`src/include/wrc_pkg.sv`:
```
// shared constants, register layouts and types of the supervisory block
package wrc_pkg;
   ////////////////////////////////////////////////////////////////////////
   // register byte offsets on the apb slave
   localparam logic [7:0] MODE_OFS = 8'h00;     // guard_timer_mode_reg
   localparam logic [7:0] MISC_OFS = 8'h04;     // misc_control_reg
   localparam logic [7:0] CLEAR_OFS = 8'h08;    // guard timer clear command
   localparam logic [7:0] POWER_OFS = 8'h0C;    // power-down and clock source control
   localparam logic [7:0] STATUS_OFS = 8'h10;   // read-only block state
   // values after power-on reset
   localparam logic [7:0] MODE_RESET = 8'h01;   // guard enabled, period field 0 (shortest period), divide by two
   localparam logic [7:0] MISC_RESET = 8'h00;   // reset output allowed
   localparam logic [7:0] POWER_RESET = 8'h00;  // halt target run, on-chip clock source
   // field position of the clear command bit
   localparam int CLEAR_BIT = 0;
   ////////////////////////////////////////////////////////////////////////
   // timing
   localparam int unsigned CLK_HZ = 200_000_000;       // pclk rate
   localparam int unsigned POR_TIME_MS = 50;           // power-on drive, within 25..75 ms
   localparam int unsigned POR_CYCLES_DEF = POR_TIME_MS * (CLK_HZ / 1000);
   localparam int unsigned ALARM_PULSE_CYCLES = 5;     // alarm low time when wired to reset
   localparam int unsigned EXT_RESET_CYCLES = 16;      // reset stretch after external edge
   localparam int unsigned PERIOD_SHIFT_DEF = 16;      // period = 2^(shift + 2*field)
   ////////////////////////////////////////////////////////////////////////
   // types
   typedef enum logic [1:0] {
      PWR_RUN = 2'b00,              // normal operation
      PWR_FULL_IDLE = 2'b01,        // full_idle_state
      PWR_TIMER_ALIVE_IDLE = 2'b10, // timer_alive_idle_state
      PWR_STOP = 2'b11              // oscillator stopped
   } wrc_pwr_t;
   typedef struct packed {
      logic [2:0] rsv_hi;           // bits 7:5 read zero
      logic div_bypass;             // bit 4, skip the divide-by-two stage
      logic rsv3;                   // bit 3 reads zero
      logic [1:0] period;           // bits 2:1, timeout_period_field
      logic enable;                 // bit 0, guard timer running
   } wrc_mode_t;
   typedef struct packed {
      logic [3:0] rsv_hi;           // bits 7:4 read zero
      logic reset_inhibit;          // bit 3, no on-chip drive of the reset pin
      logic [1:0] rsv_lo;           // bits 2:1 read zero
      logic alarm_to_reset;         // bit 0, alarm pin is wired to the reset pin
   } wrc_misc_t;
   typedef struct packed {
      logic [4:0] rsv_hi;           // bits 7:3 read zero
      logic clk_src_ext;            // bit 2, system clock from an external source
      wrc_pwr_t halt_target;        // bits 1:0, state entered on halt
   } wrc_power_t;
   typedef struct packed {
      logic sel;                    // psel
      logic enable;                 // penable
      logic write;                  // pwrite
      logic [7:0] addr;             // paddr
      logic [31:0] wdata;           // pwdata
   } wrc_apb_req_t;
endpackage

```
`src/rtl/wrc_top.sv`:
```
// supervisory block: guard timer, reset generator, clock generator, power-down gating
//
// Our own choices: the address map and the APB interface to the registers.
`timescale 1ns/1ps
`default_nettype none
module wrc_top
   import wrc_pkg::*;
#(
   parameter int unsigned POR_CYCLES = POR_CYCLES_DEF,    // power-on reset length in cycles
   parameter int unsigned PERIOD_SHIFT = PERIOD_SHIFT_DEF // log2 of the shortest period
) (
   input wire logic pclk,                // system clock, 200 MHz
   input wire logic presetn,             // async reset, supply valid when high
   input wire logic psel,                // apb select
   input wire logic penable,             // apb access phase
   input wire logic pwrite,              // apb direction
   input wire logic [7:0] paddr,         // apb byte address
   input wire logic [31:0] pwdata,       // apb write data
   output logic [31:0] prdata,           // apb read data
   output logic pready,                  // apb ready
   output logic pslverr,                 // apb error on unmapped address
   input wire logic reset_pin_in,        // level seen on the reset pin
   output logic reset_pin_out,           // open-drain drive value, always low
   output logic reset_pin_oe,            // high while pulling the reset pin low
   output logic timeout_alarm_n,         // guard timer alarm, active low
   input wire logic halt_req,            // halt executed by the cpu
   input wire logic wake_req,            // wake event ending a power-down state
   output logic clock_gen_output,        // generated clock as enable pulses
   output logic cpu_clk_en,              // cpu clock enable
   output logic ctc_clk_en,              // counter_timer_unit clock enable
   output logic periph_clk_en,           // parallel_port_unit and serial_channel_unit enable
   output logic guard_clk_en             // runaway_guard_timer clock enable
);
   ////////////////////////////////////////////////////////////////////////
   // declarations
   wrc_apb_req_t req;                    // bundled apb request
   wrc_mode_t mode_q;                    // guard_timer_mode_reg
   wrc_misc_t misc_q;                    // misc_control_reg
   wrc_power_t power_q;                  // power control register
   wrc_pwr_t pwr_q;                      // current power state
   wrc_pwr_t next_pwr;                   // next power state
   logic wr_access;                      // write in access phase
   logic setup_phase;                    // first cycle of a transfer
   logic addr_hit;                       // address maps to a register
   logic clear_req;                      // software clear of the guard timer
   logic [31:0] rd_mux;                  // read data selection
   logic rst_s1, rst_s2, rst_s3;         // reset pin synchroniser
   logic rst_level;                      // filtered reset pin level
   logic rst_level_d;                    // previous filtered level
   logic ext_fall;                       // falling edge from outside
   logic por_busy;                       // power-on interval running
   logic [31:0] por_cnt;                 // power-on interval counter
   logic [4:0] ext_left;                 // remaining stretch cycles
   logic [4:0] next_ext_left;            // next stretch count
   logic [31:0] count;                   // guard counter
   logic [31:0] period_end;              // last count of the period
   logic guard_run;                      // guard counter advancing
   logic timeout_hit;                    // period elapsed this cycle
   logic [2:0] pulse_left;               // remaining alarm pulse cycles
   logic div_bypass_eff;                 // divide stage skipped
   logic div_phase;                      // divide-by-two phase
   logic first_seen;                     // one edge passed since reset
   ////////////////////////////////////////////////////////////////////////
   // apb decode
   assign req = '{sel: psel, enable: penable, write: pwrite, addr: paddr, wdata: pwdata};
   assign wr_access = req.sel && req.enable && req.write;
   assign setup_phase = req.sel && !req.enable;
   assign addr_hit = (req.addr == MODE_OFS) || (req.addr == MISC_OFS) ||
                     (req.addr == CLEAR_OFS) || (req.addr == POWER_OFS) ||
                     (req.addr == STATUS_OFS);
   assign clear_req = wr_access && (req.addr == CLEAR_OFS) && req.wdata[CLEAR_BIT];

   // read data selection, reserved bits zero
   always_comb begin
      rd_mux = 32'h0000_0000;
      case (req.addr)
         MODE_OFS: rd_mux = {24'h00_0000, mode_q & 8'h17};
         MISC_OFS: rd_mux = {24'h00_0000, misc_q & 8'h09};
         POWER_OFS: rd_mux = {24'h00_0000, power_q & 8'h07};
         STATUS_OFS: rd_mux = {count[23:0], 3'h0, reset_pin_oe, pwr_q, por_busy,
                               !timeout_alarm_n};
         default: rd_mux = 32'h0000_0000;   // clear register and holes read zero
      endcase
   end

   // apb answer registered in the setup cycle, no wait states
   always_ff @(posedge pclk or negedge presetn) begin
      if (!presetn) begin
         prdata <= 32'h0000_0000;
         pready <= 1'b0;
         pslverr <= 1'b0;
      end else begin
         pready <= 1'b1;
         if (setup_phase) begin
            prdata <= req.write ? 32'h0000_0000 : rd_mux;
            pslverr <= !addr_hit;
         end
      end
   end

   // register writes take effect in the access phase
   always_ff @(posedge pclk or negedge presetn) begin
      if (!presetn) begin
         mode_q <= MODE_RESET;
         misc_q <= MISC_RESET;
         power_q <= POWER_RESET;
      end else if (wr_access) begin
         case (req.addr)
            MODE_OFS: mode_q <= req.wdata[7:0] & 8'h17;
            MISC_OFS: misc_q <= req.wdata[7:0] & 8'h09;
            POWER_OFS: power_q <= req.wdata[7:0] & 8'h07;
            default: ;                                   // status and clear hold no bits
         endcase
      end
   end
   ////////////////////////////////////////////////////////////////////////
   // reset pin: three-stage synchroniser, change accepted when stages two and three agree
   always_ff @(posedge pclk or negedge presetn) begin
      if (!presetn) begin
         rst_s1 <= 1'b0;
         rst_s2 <= 1'b0;
         rst_s3 <= 1'b0;
         rst_level <= 1'b0;
         rst_level_d <= 1'b0;
      end else begin
         rst_s1 <= reset_pin_in;
         rst_s2 <= rst_s1;
         rst_s3 <= rst_s2;
         if (rst_s2 == rst_s3) begin
            rst_level <= rst_s3;
         end
         rst_level_d <= rst_level;
      end
   end
   assign ext_fall = rst_level_d && !rst_level && !reset_pin_oe;

   // power-on interval, counted from the release of presetn
   always_ff @(posedge pclk or negedge presetn) begin
      if (!presetn) begin
         por_cnt <= 32'h0000_0000;
         por_busy <= 1'b1;
      end else if (por_busy) begin
         if (por_cnt == 32'(POR_CYCLES - 1)) begin
            por_busy <= 1'b0;
         end else begin
            por_cnt <= por_cnt + 32'h0000_0001;
         end
      end
   end

   // stretch after an external falling edge, only once the power-on interval is over
   always_comb begin
      next_ext_left = ext_left;
      if (misc_q.reset_inhibit) begin
         next_ext_left = 5'h00;
      end else if (ext_fall && !por_busy) begin
         next_ext_left = 5'(EXT_RESET_CYCLES);
      end else if (ext_left != 5'h00) begin
         next_ext_left = ext_left - 5'h01;
      end
   end

   // open-drain reset driver
   always_ff @(posedge pclk or negedge presetn) begin
      if (!presetn) begin
         ext_left <= 5'h00;
         reset_pin_out <= 1'b0;
         reset_pin_oe <= 1'b1;
      end else begin
         ext_left <= next_ext_left;
         reset_pin_out <= 1'b0;
         reset_pin_oe <= !misc_q.reset_inhibit &&
                         (por_busy || next_ext_left != 5'h00);
      end
   end
   ////////////////////////////////////////////////////////////////////////
   // guard counter
   assign guard_run = mode_q.enable && (pwr_q == PWR_RUN);
   assign period_end = (32'h0000_0001 << (PERIOD_SHIFT + 2 * mode_q.period)) - 32'h0000_0001;
   // at or past the end: a period shortened under a running count still times out
   assign timeout_hit = guard_run && (count >= period_end);

   // counts system clocks, restarts on clear, external reset or disable
   always_ff @(posedge pclk or negedge presetn) begin
      if (!presetn) begin
         count <= 32'h0000_0000;
      end else if (clear_req || !rst_level || !mode_q.enable) begin
         count <= 32'h0000_0000;
      end else if (guard_run) begin
         count <= timeout_hit ? 32'h0000_0000 : count + 32'h0000_0001;
      end
   end

   // alarm pin: timed pulse when wired to reset, latched level otherwise
   always_ff @(posedge pclk or negedge presetn) begin
      if (!presetn) begin
         timeout_alarm_n <= 1'b1;
         pulse_left <= 3'h0;
      end else if (timeout_hit) begin
         timeout_alarm_n <= 1'b0;                      // set wins over clear
         pulse_left <= 3'(ALARM_PULSE_CYCLES - 1);
      end else if (!timeout_alarm_n) begin
         if (misc_q.alarm_to_reset) begin
            if (pwr_q == PWR_RUN) begin
               if (pulse_left == 3'h0) begin
                  timeout_alarm_n <= 1'b1;
               end else begin
                  pulse_left <= pulse_left - 3'h1;
               end
            end
         end else if (clear_req || !rst_level) begin
            timeout_alarm_n <= 1'b1;
         end
      end
   end
   ////////////////////////////////////////////////////////////////////////
   // power state machine
   always_comb begin
      next_pwr = pwr_q;
      case (pwr_q)
         PWR_RUN: begin
            if (halt_req) begin
               if (power_q.clk_src_ext && power_q.halt_target != PWR_RUN) begin
                  next_pwr = PWR_TIMER_ALIVE_IDLE;
               end else begin
                  next_pwr = power_q.halt_target;
               end
            end
         end
         PWR_FULL_IDLE, PWR_TIMER_ALIVE_IDLE, PWR_STOP: begin
            if (wake_req || !rst_level) begin
               next_pwr = PWR_RUN;
            end
         end
         default: next_pwr = PWR_RUN;
      endcase
   end

   // state register and unit clock enables
   always_ff @(posedge pclk or negedge presetn) begin
      if (!presetn) begin
         pwr_q <= PWR_RUN;
         cpu_clk_en <= 1'b0;
         ctc_clk_en <= 1'b0;
         periph_clk_en <= 1'b0;
         guard_clk_en <= 1'b0;
      end else begin
         pwr_q <= next_pwr;
         cpu_clk_en <= (next_pwr == PWR_RUN);
         periph_clk_en <= (next_pwr == PWR_RUN);
         guard_clk_en <= (next_pwr == PWR_RUN);
         ctc_clk_en <= (next_pwr == PWR_RUN) || (next_pwr == PWR_TIMER_ALIVE_IDLE);
      end
   end
   ////////////////////////////////////////////////////////////////////////
   // clock_gen_unit: enable pulses at half or full rate, not used inside the block
   assign div_bypass_eff = mode_q.div_bypass && !power_q.clk_src_ext;
   always_ff @(posedge pclk or negedge presetn) begin
      if (!presetn) begin
         div_phase <= 1'b0;
         clock_gen_output <= 1'b0;
      end else if (pwr_q == PWR_STOP && !power_q.clk_src_ext) begin
         div_phase <= 1'b0;                 // oscillator stopped
         clock_gen_output <= 1'b0;
      end else begin
         div_phase <= !div_phase;
         clock_gen_output <= div_bypass_eff || div_phase;
      end
   end
   ////////////////////////////////////////////////////////////////////////
   // assertions
   always_ff @(posedge pclk or negedge presetn) begin
      if (!presetn) begin
         first_seen <= 1'b0;
      end else begin
         first_seen <= 1'b1;
      end
   end

   a_guard_up_enabled: assert property (@(posedge pclk) disable iff (!presetn)
      !first_seen |-> mode_q.enable && timeout_alarm_n)
      else $error("guard timer not enabled after reset");
   a_guard_frozen: assert property (@(posedge pclk) disable iff (!presetn)
      (pwr_q != PWR_RUN) && !clear_req && rst_level && mode_q.enable |=> $stable(count))
      else $error("guard counter moved in power-down");
   a_alarm_on_timeout: assert property (@(posedge pclk) disable iff (!presetn)
      guard_run && count == period_end |=> !timeout_alarm_n && count == 32'h0000_0000)
      else $error("no alarm at end of period");
   a_alarm_pulse_five: assert property (@(posedge pclk)
      disable iff (!presetn || pwr_q != PWR_RUN || !misc_q.alarm_to_reset)
      $fell(timeout_alarm_n) |-> !timeout_alarm_n[*5] ##1 timeout_alarm_n)
      else $error("alarm pulse not five cycles");
   a_alarm_latched: assert property (@(posedge pclk) disable iff (!presetn)
      !timeout_alarm_n && !misc_q.alarm_to_reset && !clear_req && rst_level
      |=> !timeout_alarm_n)
      else $error("latched alarm released early");
   a_por_full_length: assert property (@(posedge pclk) disable iff (!presetn)
      $fell(por_busy) |-> $past(por_cnt) == 32'(POR_CYCLES - 1))
      else $error("power-on interval wrong length");
   a_por_release: assert property (@(posedge pclk) disable iff (!presetn)
      !por_busy && !$past(por_busy) && ext_left == 5'h00 && $past(ext_left) == 5'h00
      |-> !reset_pin_oe)
      else $error("reset driver not released");
   a_ext_stretch: assert property (@(posedge pclk) disable iff (!presetn)
      ext_fall && !por_busy && !misc_q.reset_inhibit ##1 !misc_q.reset_inhibit[*8]
      |-> reset_pin_oe[*8])
      else $error("external reset not stretched");
   a_inhibit_quiet: assert property (@(posedge pclk) disable iff (!presetn)
      misc_q.reset_inhibit |=> !reset_pin_oe)
      else $error("reset pin driven while inhibited");
   a_clk_halved: assert property (@(posedge pclk) disable iff (!presetn)
      !div_bypass_eff && clock_gen_output && $stable(div_bypass_eff) |=> !clock_gen_output)
      else $error("clock output not halved");
   a_clk_bypass: assert property (@(posedge pclk) disable iff (!presetn)
      div_bypass_eff && pwr_q != PWR_STOP ##1 div_bypass_eff |-> clock_gen_output)
      else $error("divide stage not bypassed");
   a_stop_reachable: assert property (@(posedge pclk) disable iff (!presetn)
      pwr_q == PWR_RUN && halt_req && !power_q.clk_src_ext &&
      power_q.halt_target == PWR_STOP |=> pwr_q == PWR_STOP)
      else $error("halt state not entered");
   a_ext_clk_idle: assert property (@(posedge pclk) disable iff (!presetn)
      power_q.clk_src_ext && $stable(power_q) && pwr_q != PWR_RUN && $past(pwr_q) == PWR_RUN
      |-> pwr_q == PWR_TIMER_ALIVE_IDLE)
      else $error("illegal power-down with external clock");
   a_ctc_alive: assert property (@(posedge pclk) disable iff (!presetn)
      pwr_q == PWR_TIMER_ALIVE_IDLE |-> ctc_clk_en && !cpu_clk_en && !periph_clk_en &&
      !guard_clk_en)
      else $error("timer-alive idle gating wrong");
   a_clear_restart: assert property (@(posedge pclk) disable iff (!presetn)
      clear_req |=> count == 32'h0000_0000 ##1 (!guard_run || count <= 32'h0000_0001))
      else $error("clear did not restart counter");

   c_pulse_alarm: cover property (@(posedge pclk) disable iff (!presetn)
      $fell(timeout_alarm_n) && misc_q.alarm_to_reset);
   c_latched_cleared: cover property (@(posedge pclk) disable iff (!presetn)
      !timeout_alarm_n && !misc_q.alarm_to_reset && clear_req);
   c_ext_stretch: cover property (@(posedge pclk) disable iff (!presetn)
      ext_fall && !por_busy && !misc_q.reset_inhibit);
   c_timer_idle: cover property (@(posedge pclk) disable iff (!presetn)
      pwr_q == PWR_TIMER_ALIVE_IDLE);
endmodule
`default_nettype wire

```
`config.mk`:
```
export PLATFORM = sky130hd
export DESIGN_NAME = wrc_top
export DESIGN_NICKNAME = d
export VERILOG_FILES = /design/src/include/wrc_pkg.sv /design/src/rtl/wrc_top.sv
export SDC_FILE = /design/constraint.sdc
export NUM_CORES = 1
export LEC_CHECK = 0
export BUFFER_PORTS_ARGS = -buffer_cell sky130_fd_sc_hd__buf_2
export CAP_MARGIN = 20
export CORE_ASPECT_RATIO = 0.6
export CORE_MARGIN = 5
export CORE_UTILIZATION = 40
export CTS_CLUSTER_DIAMETER = 100
export CTS_CLUSTER_SIZE = 24
export DETAILED_ROUTE_END_ITERATION = 6
export SLEW_MARGIN = 15
export SYNTH_ARGS = -nofsm -noshare
export SYNTH_HDL_FRONTEND = slang
export SYNTH_SLANG_ARGS = --single-unit
export TNS_END_PERCENT = 10
```
`constraint.sdc`:
```
create_clock -name pclk -period 3 [get_ports pclk]
set_input_delay 0.6 -clock pclk [delete_from_list [all_inputs] [get_ports pclk]]
set_output_delay 0.6 -clock pclk [all_outputs]
set_load 0.02 [all_outputs]
```
After elaboration in Yosys (flattened, before gate mapping)
Index checks and enable logic that the tools add are counted.
{ "op_classes": {"muxes": 27, "bitwise_logic": 1, "reduce_logical": 50, "magnitude_cmp": 1, "n_eq_ne": 12, "shift": 1, "add_sub_neg": 6} }
{ "ops": {"columns": ["operator", "count"], "rows": [
  ["$mux W32", 4],
  ["$pmux W32 S4", 1],
  ["$add A32 B1 Y32 const B", 2],
  ["$eq A32 B24 Y1 const B", 1],
  ["$ge A32 B32 Y1", 1],
  ["$shl A1 B6 Y32 const A", 1],
  ["$sub A32 B1 Y32 const B", 1],
  ["$eq A8 B4 Y1 const B", 2],
  ["$mux W3", 5],
  ["$mux W5", 3],
  ["$logic_and A1 B1 Y1", 14],
  ["$logic_not A1 Y1", 10],
  ["$logic_or A1 B1 Y1", 10],
  ["$mux W1", 10],
  ["$reduce_bool A5 Y1", 2],
  ["$eq A8 B3 Y1 const B", 1],
  ["$eq A8 B5 Y1 const B", 1],
  ["$logic_not A8 Y1", 1],
  ["$reduce_and A2 Y1", 4],
  ["$reduce_bool A2 Y1", 4],
  ["$add A5 B3 Y6 const A", 1],
  ["$eq A2 B2 Y1 const B", 3],
  ["$mux W2", 3],
  ["$sub A5 B1 Y5 const B", 1],
  ["11 further kinds", 12]
]} }
{ "word_totals": {"output_inout_bits": 42, "inputBits": 48, "ff_bits": 129} }

Depth between registers and ports, before layout
Gate-level depths: netlist of the first run.
{ "depth": {"depth_word": 9, "depth_mapped": 9, "mapped_depth_nobuf": 7} }

Worst setup path after synthesis of the first run
No wires, ideal clock.
{ "synth_path": {"kind": "in2reg", "from": "in paddr[1]", "to": "reg count[13]", "arrival_ns": 2.071, "n_path_buf": 2, "setup_time_ns": 0.136, "path_stages": 6, "slack_ns": 0.793, "t_required_ns": 2.864, "path_cell_list": "nor4_2 > nand4_1 > buf_2 > nand3_1 > buf_2 > nor3_1"} }
{ "synth_between": {"elab_chain_cells": 6, "word_cells_on_any_way": 7} }
{ "synth_lines": {"columns": ["element", "line", "text"], "rows": [
  ["start, declared", "wrc_top.sv:17", "input wire logic [7:0] paddr,"],
  ["$eq A8 B4 Y1 *", "wrc_top.sv:71", "assign clear_req = wr_access && (req.addr == CLEAR_OFS) && req.wdata[CLEAR_BIT];"],
  ["$logic_and A1 B1 Y1 * (2 in series)", "wrc_top.sv:71", null],
  ["$logic_or A1 B1 Y1 * (2 in series)", "wrc_top.sv:187", "end else if (clear_req || !rst_level || !mode_q.enable) begin"],
  ["$mux W32 / $reduce_bool A2 Y1 (equally long branches)", null, null],
  ["end signal, assigned", "wrc_top.sv:190", "count <= timeout_hit ? 32'h0000_0000 : count + 32'h0000_0001;"],
  ["end, declared", "wrc_top.sv:55", "logic [31:0] count;"]
]} }
Mark *: on every way between the ends. The rest lies on a longest branch, timed or not.
A chain may end at the register's enable or synchronous reset.

Final worst setup path of the first run
{ "layout_path": {"from": "reg count[3]", "to": "reg count[21]"} }
{ "layout_between": {"elab_chain_cells": 5, "word_cells_on_any_way": 6} }
{ "layout_lines": {"columns": ["element", "line", "text"], "rows": [
  ["$ge A32 B32 Y1", "wrc_top.sv:181", "assign timeout_hit = guard_run && (count >= period_end);"],
  ["$logic_and A1 B1 Y1", "wrc_top.sv:181", null],
  ["$mux W32 *", "wrc_top.sv:190", null],
  ["$mux W32 *", "wrc_top.sv:189", "end else if (guard_run) begin"],
  ["$mux W32 *", "wrc_top.sv:187", null]
]} }
Mark *: on every way between the ends. The rest lies on a longest branch, timed or not. The select of a mux whose other input is x is not followed.

==> results of run 1 <==
routing by layer:
metal | wire length (µm) | GRT usage (%) | vias up
li1 | - | - | 2116
met1 | 6630 | 23.3 | 2158
met2 | 5900 | 23.1 | 88
met3 | 679 | 4.79 | 12
met4 | 82 | 3.47 | 2
met5 | 13 | 0 | -
power breakdown:
group / internal (mW) / total, mW / switching, mW / leakage [nW]
Clock: 1.44 / 2.19 / 0.750 / 0.309
Sequential: 1.76 / 1.81 / 0.0549 / 1.70
Combinational: 0.136 / 0.348 / 0.212 / 1.20
Total: 3.33 / 4.35 / 1.02 / 3.21
logic make-up after synthesis:
| kind of cell | share of synthesized area (%) |
|---|---|
| fa+ha+maj | 2.26 |
| mux | 2.43 |
| xor+xnor | 7.62 |
| simple gates | 19.3 |
| flops | 52.9 |
| compound gates | 12.0 |
| buf+inv | 3.41 |
| other cells | 0.126 |
sequential cells by signal (all words and copies together), names as in the netlist, 2 cells and up:
| signal | flops |
|---|---|
| count | 32 |
| por_cnt | 32 |
| prdata | 29 |
| ext_left | 5 |
| mode_q | 4 |
| power_q | 3 |
| pulse_left | 3 |
| misc_q | 2 |
| pwr_q | 2 |
per-stage QoR:
stage	power [mW]	instance area [µm²]	std cells	hold WS [ns]
after global placement	2.16	6470	786	0.341
after global routing	4.53	7110	818	0.0742
final	4.35	7110	818	0.0675
after floorplan	2.06	5980	550	0.304
after CTS	4.40	7110	818	0.0673
after detailed placement	2.19	6470	786	0.343
layout make-up:
type	instances	area share, %
inverter	13	0.686
clock inverter	13	2.66
timing repair buffer	69	5.45
tap	198	3.48
sequential	126	44.4
clock buffer	19	6.37
multi-input combinational	380	36.9
cells in the mapped netlist, drive strengths merged (3+ instances only):
master  instances  area, µm²
dfrtp         122       3050
nand2          43        161
nor3           33        180
xnor2          33        289
a22o           24        210
nand4          24        150
nor2           24       90.1
o21ai          20        104
and3           19        119
nand3          19       95.1
xor2           19        166
buf            17        103
a21oi          15       75.1
clkbuf         14       52.6
inv            13       48.8
mux2           12        135
a211oi         10       95.1
ha             10        125
nor4           10       90.1
or4             6       48.8
nor4b           5       43.8
and2            4       25.0
dfstp           4        105
nor2b           4       25.0
o211ai          4       30.0
and4            3       26.3
nand3b          3       22.5
o31ai           3       27.5
or3             3       18.8
worst paths after layout:
path                         endpoint  depth (start not counted)    startpoint
setup reg to reg            count[21]                          6      count[3]
setup / recovery            count[21]                          6      count[3]
hold reg to reg                rst_s2                          0        rst_s1
max in group asynchronous    por_busy                          2       presetn
min in group pclk              rst_s1                          1  reset_pin_in
hold / removal             prdata[24]                          1       presetn
cells in the final DEF, fill, tap and decap left out, types with 19 or more instances in the layout:
cell     count
dfrtp_1    122
buf_2       57
nand2_1     43
xnor2_1     33
nor3_1      30
nor2_1      24
nand4_1     24
a22o_1      24
nand3_1     19
o21ai_0     19
xor2_1      19
and3_1      19
==> impl_metrics.json, run 1 <==
{
  "status": "completed",
  "setup_viol": 0,
  "drive_above_1_share_pct": 21.8,
  "ys_warn_count": 0,
  "n_fill_cell": 1327,
  "die_w_um": 168,
  "detailroute.via_count": 4376,
  "cpPeakStageDelay_ns": 0.60,
  "register_area_mm2": 0.00316,
  "syn_area_mm2": 0.00597,
  "cp_top_family": "simple AND/OR/NAND/NOR gates",
  "skew_ns": 0.00941,
  "htreeDepth": 4,
  "die-area_mm2": 0.0176,
  "ctsRootBufferMaster": "clkbuf_16",
  "ctsHoldBuffers": 0,
  "r2r_slack_ns": 0.64,
  "async_flop_share_pct": 100,
  "tightestPinTransition_ns": 0.752,
  "powerDensity_mw_per_mm2": 612,
  "core_mm2": 0.0145,
  "cts_resized": 0,
  "avgSynthCellArea_um2": 10.9,
  "synthFlopType": "dfrtp_1",
  "hp-class": "primary input to async pin",
  "gp_congestion": 0.841,
  "synth.distinct_cells": 60,
  "grt.total_usage_pct": 15.8,
  "critPathKind": "register to register",
  "setup_slack_ns": 0.641,
  "cts_tree": "yes",
  "maxCapViolCount": 0,
  "clk_latency_ns": 0.41,
  "tns_ns": 0,
  "hold_violations": 0,
  "ir_drop_v": 0.000465,
  "fp-row-count": 34,
  "end_kind": "register",
  "first_pass_iters": 4,
  "ys_ff_latch": 126,
  "worst-path-buf-inv": 1,
  "grt-ovfl-total": 0,
  "cp_max_fo": 11,
  "grt_max_degree": 76,
  "numClockSinks": 126,
  "viasPerCell": 5.35,
  "pre_cts_slack_ns": 0.513,
  "drc": 0,
  "numPortBuffers": 58,
  "dp_hpwl_um": 9570,
  "fmax_mhz": 424,
  "synth_edf_count": 0,
  "crit_path_cell_trace": "nand4_1 > buf_4 > nor4_1 > nand4_1 > or4_1 > a211oi_1",
  "ant_nets": 0,
  "grt_pass1_vias": 4368,
  "cts_setup_buffers": 0,
  "io_pins": 90,
  "cp_common_cell": "nand4_1",
  "die_h_um": 105,
  "maxSlewViolCount": 0,
  "nets": 665,
  "drt_wl_total_um": 13300,
  "wire_per_inst_um": 16.3,
  "multiInputGateArea_mm2": 0.00263,
  "syn_inst": 547,
  "cp_data_arrival_time_ns": 2.67,
  "cts_buffer_depth": 2,
  "power_leakage_nw": 3.21,
  "period_share_pct": 78.6,
  "syn_to_final_growth_pct": 19.0,
  "initial_core_util_pct": 41.1,
  "yosysSeqAreaShare_pct": 52.9,
  "grt_antenna_before_repair": 1,
  "grt_pass1_wl_um": 22800,
  "clkSlewWorstSetupHoldPaths_ns": 0.06,
  "slew_headroom_pct": 49.4,
  "critPathLaunchType": "register",
  "rsz0062_at_grt": "false",
  "layout_min_cycle_time_ns": 2.36,
  "first_iter_violations": 433,
  "cts_inserted_buffers": 17,
  "final_core_util_pct": 48.9,
  "antennaDiodeCount": 0,
  "cpMaxStageDelayCell": "nor4_1",
  "worstPathRequired_ns": 3.31
}
(Power assumes the default switching activity.)
==> run 2: changes to the inputs <==
==> constraint.sdc (replaced) <==
create_clock -name pclk -period 2.3 [get_ports pclk]
set_input_delay 0.46 -clock pclk [delete_from_list [all_inputs] [get_ports pclk]]
set_output_delay 0.46 -clock pclk [all_outputs]
set_load 0.02 [all_outputs]
==> run 2 against run 1 <==
Net effect:
- non-clock buffer count up 23
- combinational power up 30%
- setup slack worse by 0.51 ns
- wire length up 6.1%
- sequential power up 31%
- first-iteration DRC count down 23%
- critical path depth unchanged
- critical path type unchanged
- critical endpoint unchanged
==> impl_metrics.json, run 2 (synthesis results as in run 1) <==
{
  "period_share_pct": 94.4,
  "ctsRootBufferMaster": "clkbuf_16",
  "die_w_um": 168,
  "grt_max_degree": 49,
  "layout_commonest_cell": "dfrtp_1",
  "cp_common_cell": "nand4_1",
  "ir_drop_v": 0.000535,
  "io_pins": 90,
  "end_kind": "register",
  "dp_hpwl_um": 10200,
  "power_leakage_nw": 3.32,
  "worstPathRequired_ns": 2.62,
  "placed_cells": 808,
  "tns_ns": 0,
  "clkSlewWorstSetupHoldPaths_ns": 0.06,
  "crit_path_cell_trace": "nand4_1 > nor4_2 > buf_4 > nand4_1 > or4_1 > a211oi_1",
  "initial_core_util_pct": 41.1,
  "layout_common_cells": "dfrtp_1 (122), buf_2 (57), nand2_1 (43)",
  "critPathLaunchType": "register",
  "top_regs": "count (32), por_cnt (32), prdata (29)",
  "cp_data_arrival_time_ns": 2.49,
  "grt_antenna_before_repair": 1,
  "wire_per_inst_um": 16.8,
  "cts_tree": "yes",
  "cp_max_fo": 6,
  "ant_nets": 0,
  "numClockSinks": 126,
  "total_power_mw": 5.56,
  "die-area_mm2": 0.0176,
  "gp_congestion": 0.846,
  "numPortBuffers": 58,
  "antennaDiodeCount": 0,
  "drive_above_1_share_pct": 24.6,
  "stdcell_count": 841,
  "maxSlewViolCount": 0,
  "powerDensity_mw_per_mm2": 760,
  "cpPeakStageDelay_ns": 0.46,
  "drc": 0,
  "cts_inserted_buffers": 17,
  "clk_latency_ns": 0.41,
  "whs_ns": 0.164,
  "ff2ff_path_depth": 6,
  "syn_to_final_growth_pct": 22.6,
  "grt_pass1_vias": 4558,
  "setup_viol": 0,
  "n_fill_cell": 1317,
  "layout_min_cycle_time_ns": 2.17,
  "die_h_um": 105,
  "slew_headroom_pct": 54.0,
  "timing.rr.start": "count[3]",
  "grt.total_usage_pct": 16.7,
  "r2r_slack_ns": 0.13,
  "fmax_mhz": 461,
  "critPathKind": "register to register",
  "viasPerCell": 5.39,
  "first_pass_iters": 4,
  "startpoint": "count[3]",
  "multiInputGateArea_mm2": 0.00264,
  "nets": 688,
  "fp-row-count": 34,
  "crit_path_end": "count[21]",
  "detailroute.via_count": 4535,
  "min_delay_path_depth": 1,
  "maxCapViolCount": 0,
  "status": "completed",
  "first_iter_violations": 335,
  "drt_wl_total_um": 14100,
  "skew_ns": 0.0109,
  "grt-ovfl-total": 0,
  "hold_violations": 0,
  "cpMaxStageDelayCell": "dfrtp_1",
  "hp-class": "primary input to register",
  "register_area_mm2": 0.00316,
  "core_mm2": 0.0145,
  "htreeDepth": 4,
  "grt_pass1_wl_um": 23800,
  "tightestPinTransition_ns": 0.689,
  "rr_endpoint": "count[21]",
  "cts_buffer_depth": 2,
  "cts_setup_buffers": 0
}
run 2: cell count changes in the layout (fill, tap and decap cells not counted), sizes merged, moves of 2 or more:
cell | previous run | this run
clkinv | 7 | 3
clkbuf | 19 | 21
buf | 69 | 91
clkinvlp | 2 | 5
bufinv | 4 | 2
run 2: repair_timing:
item | CTS | global route
endpoints found under the hold margin | 12 | 0
endpoints found under the setup margin | 0 | 27
hold buffers | 1 | 0
resized for setup | 0 | 2
run 2: cell type report:
class	count	area share [%]
Clock inverter	11	1.81
Tap cell	198	3.38
Sequential cell	126	43.1
Inverter	13	0.667
Multi-Input combinational cell	380	36.1
Clock buffer	21	6.56
Timing Repair Buffer	92	8.37
run 2: worst min path at each step:
stage | slack, ns | start | endpoint
4_1_cts | 0.15 | reset_pin_in | rst_s1
3_5_place_dp | 0.35 | rst_s1 | rst_s2
5_1_grt | 0.15 | reset_pin_in | rst_s1
3_3_place_gp | 0.34 | rst_s1 | rst_s2
2_1_floorplan | 0.16 | presetn | clock_gen_output
6_report | 0.16 | reset_pin_in | rst_s1
run 2: critical path: cells and delay by family, from the launching register on:
kind | cells | cell delay [ns]
simple gates | 4 | 1.23
flops | 1 | 0.46
buf+inv | 1 | 0.16
compound gates | 1 | 0.23
run 2: where the power goes:
part,internal (mW),switching [mW]
logic,0.184,0.269
clock network,1.72,1.02
registers,2.29,0.0730
total,4.20,1.36
run 2: routing by layer:
metal / GRT usage, % / wire (µm) / vias up
met4: 4.23 / 104 / 2
met5: 0 / 20 / -
met3: 4.83 / 723 / 14
met2: 24.0 / 6100 / 103
li1: - / - / 2149
met1: 24.7 / 7170 / 2267
run 2: per-stage QoR:
step           util [%]  setup slack, ns  cell area [µm²]
6_report           50.3            0.129             7320
5_1_grt            50.3         -0.00227             7320
3_3_place_gp       45.9            0.104             6680
2_1_floorplan         -            0.233             5980
4_1_cts            50.2            0.136             7310
3_5_place_dp       45.9           0.0427             6680
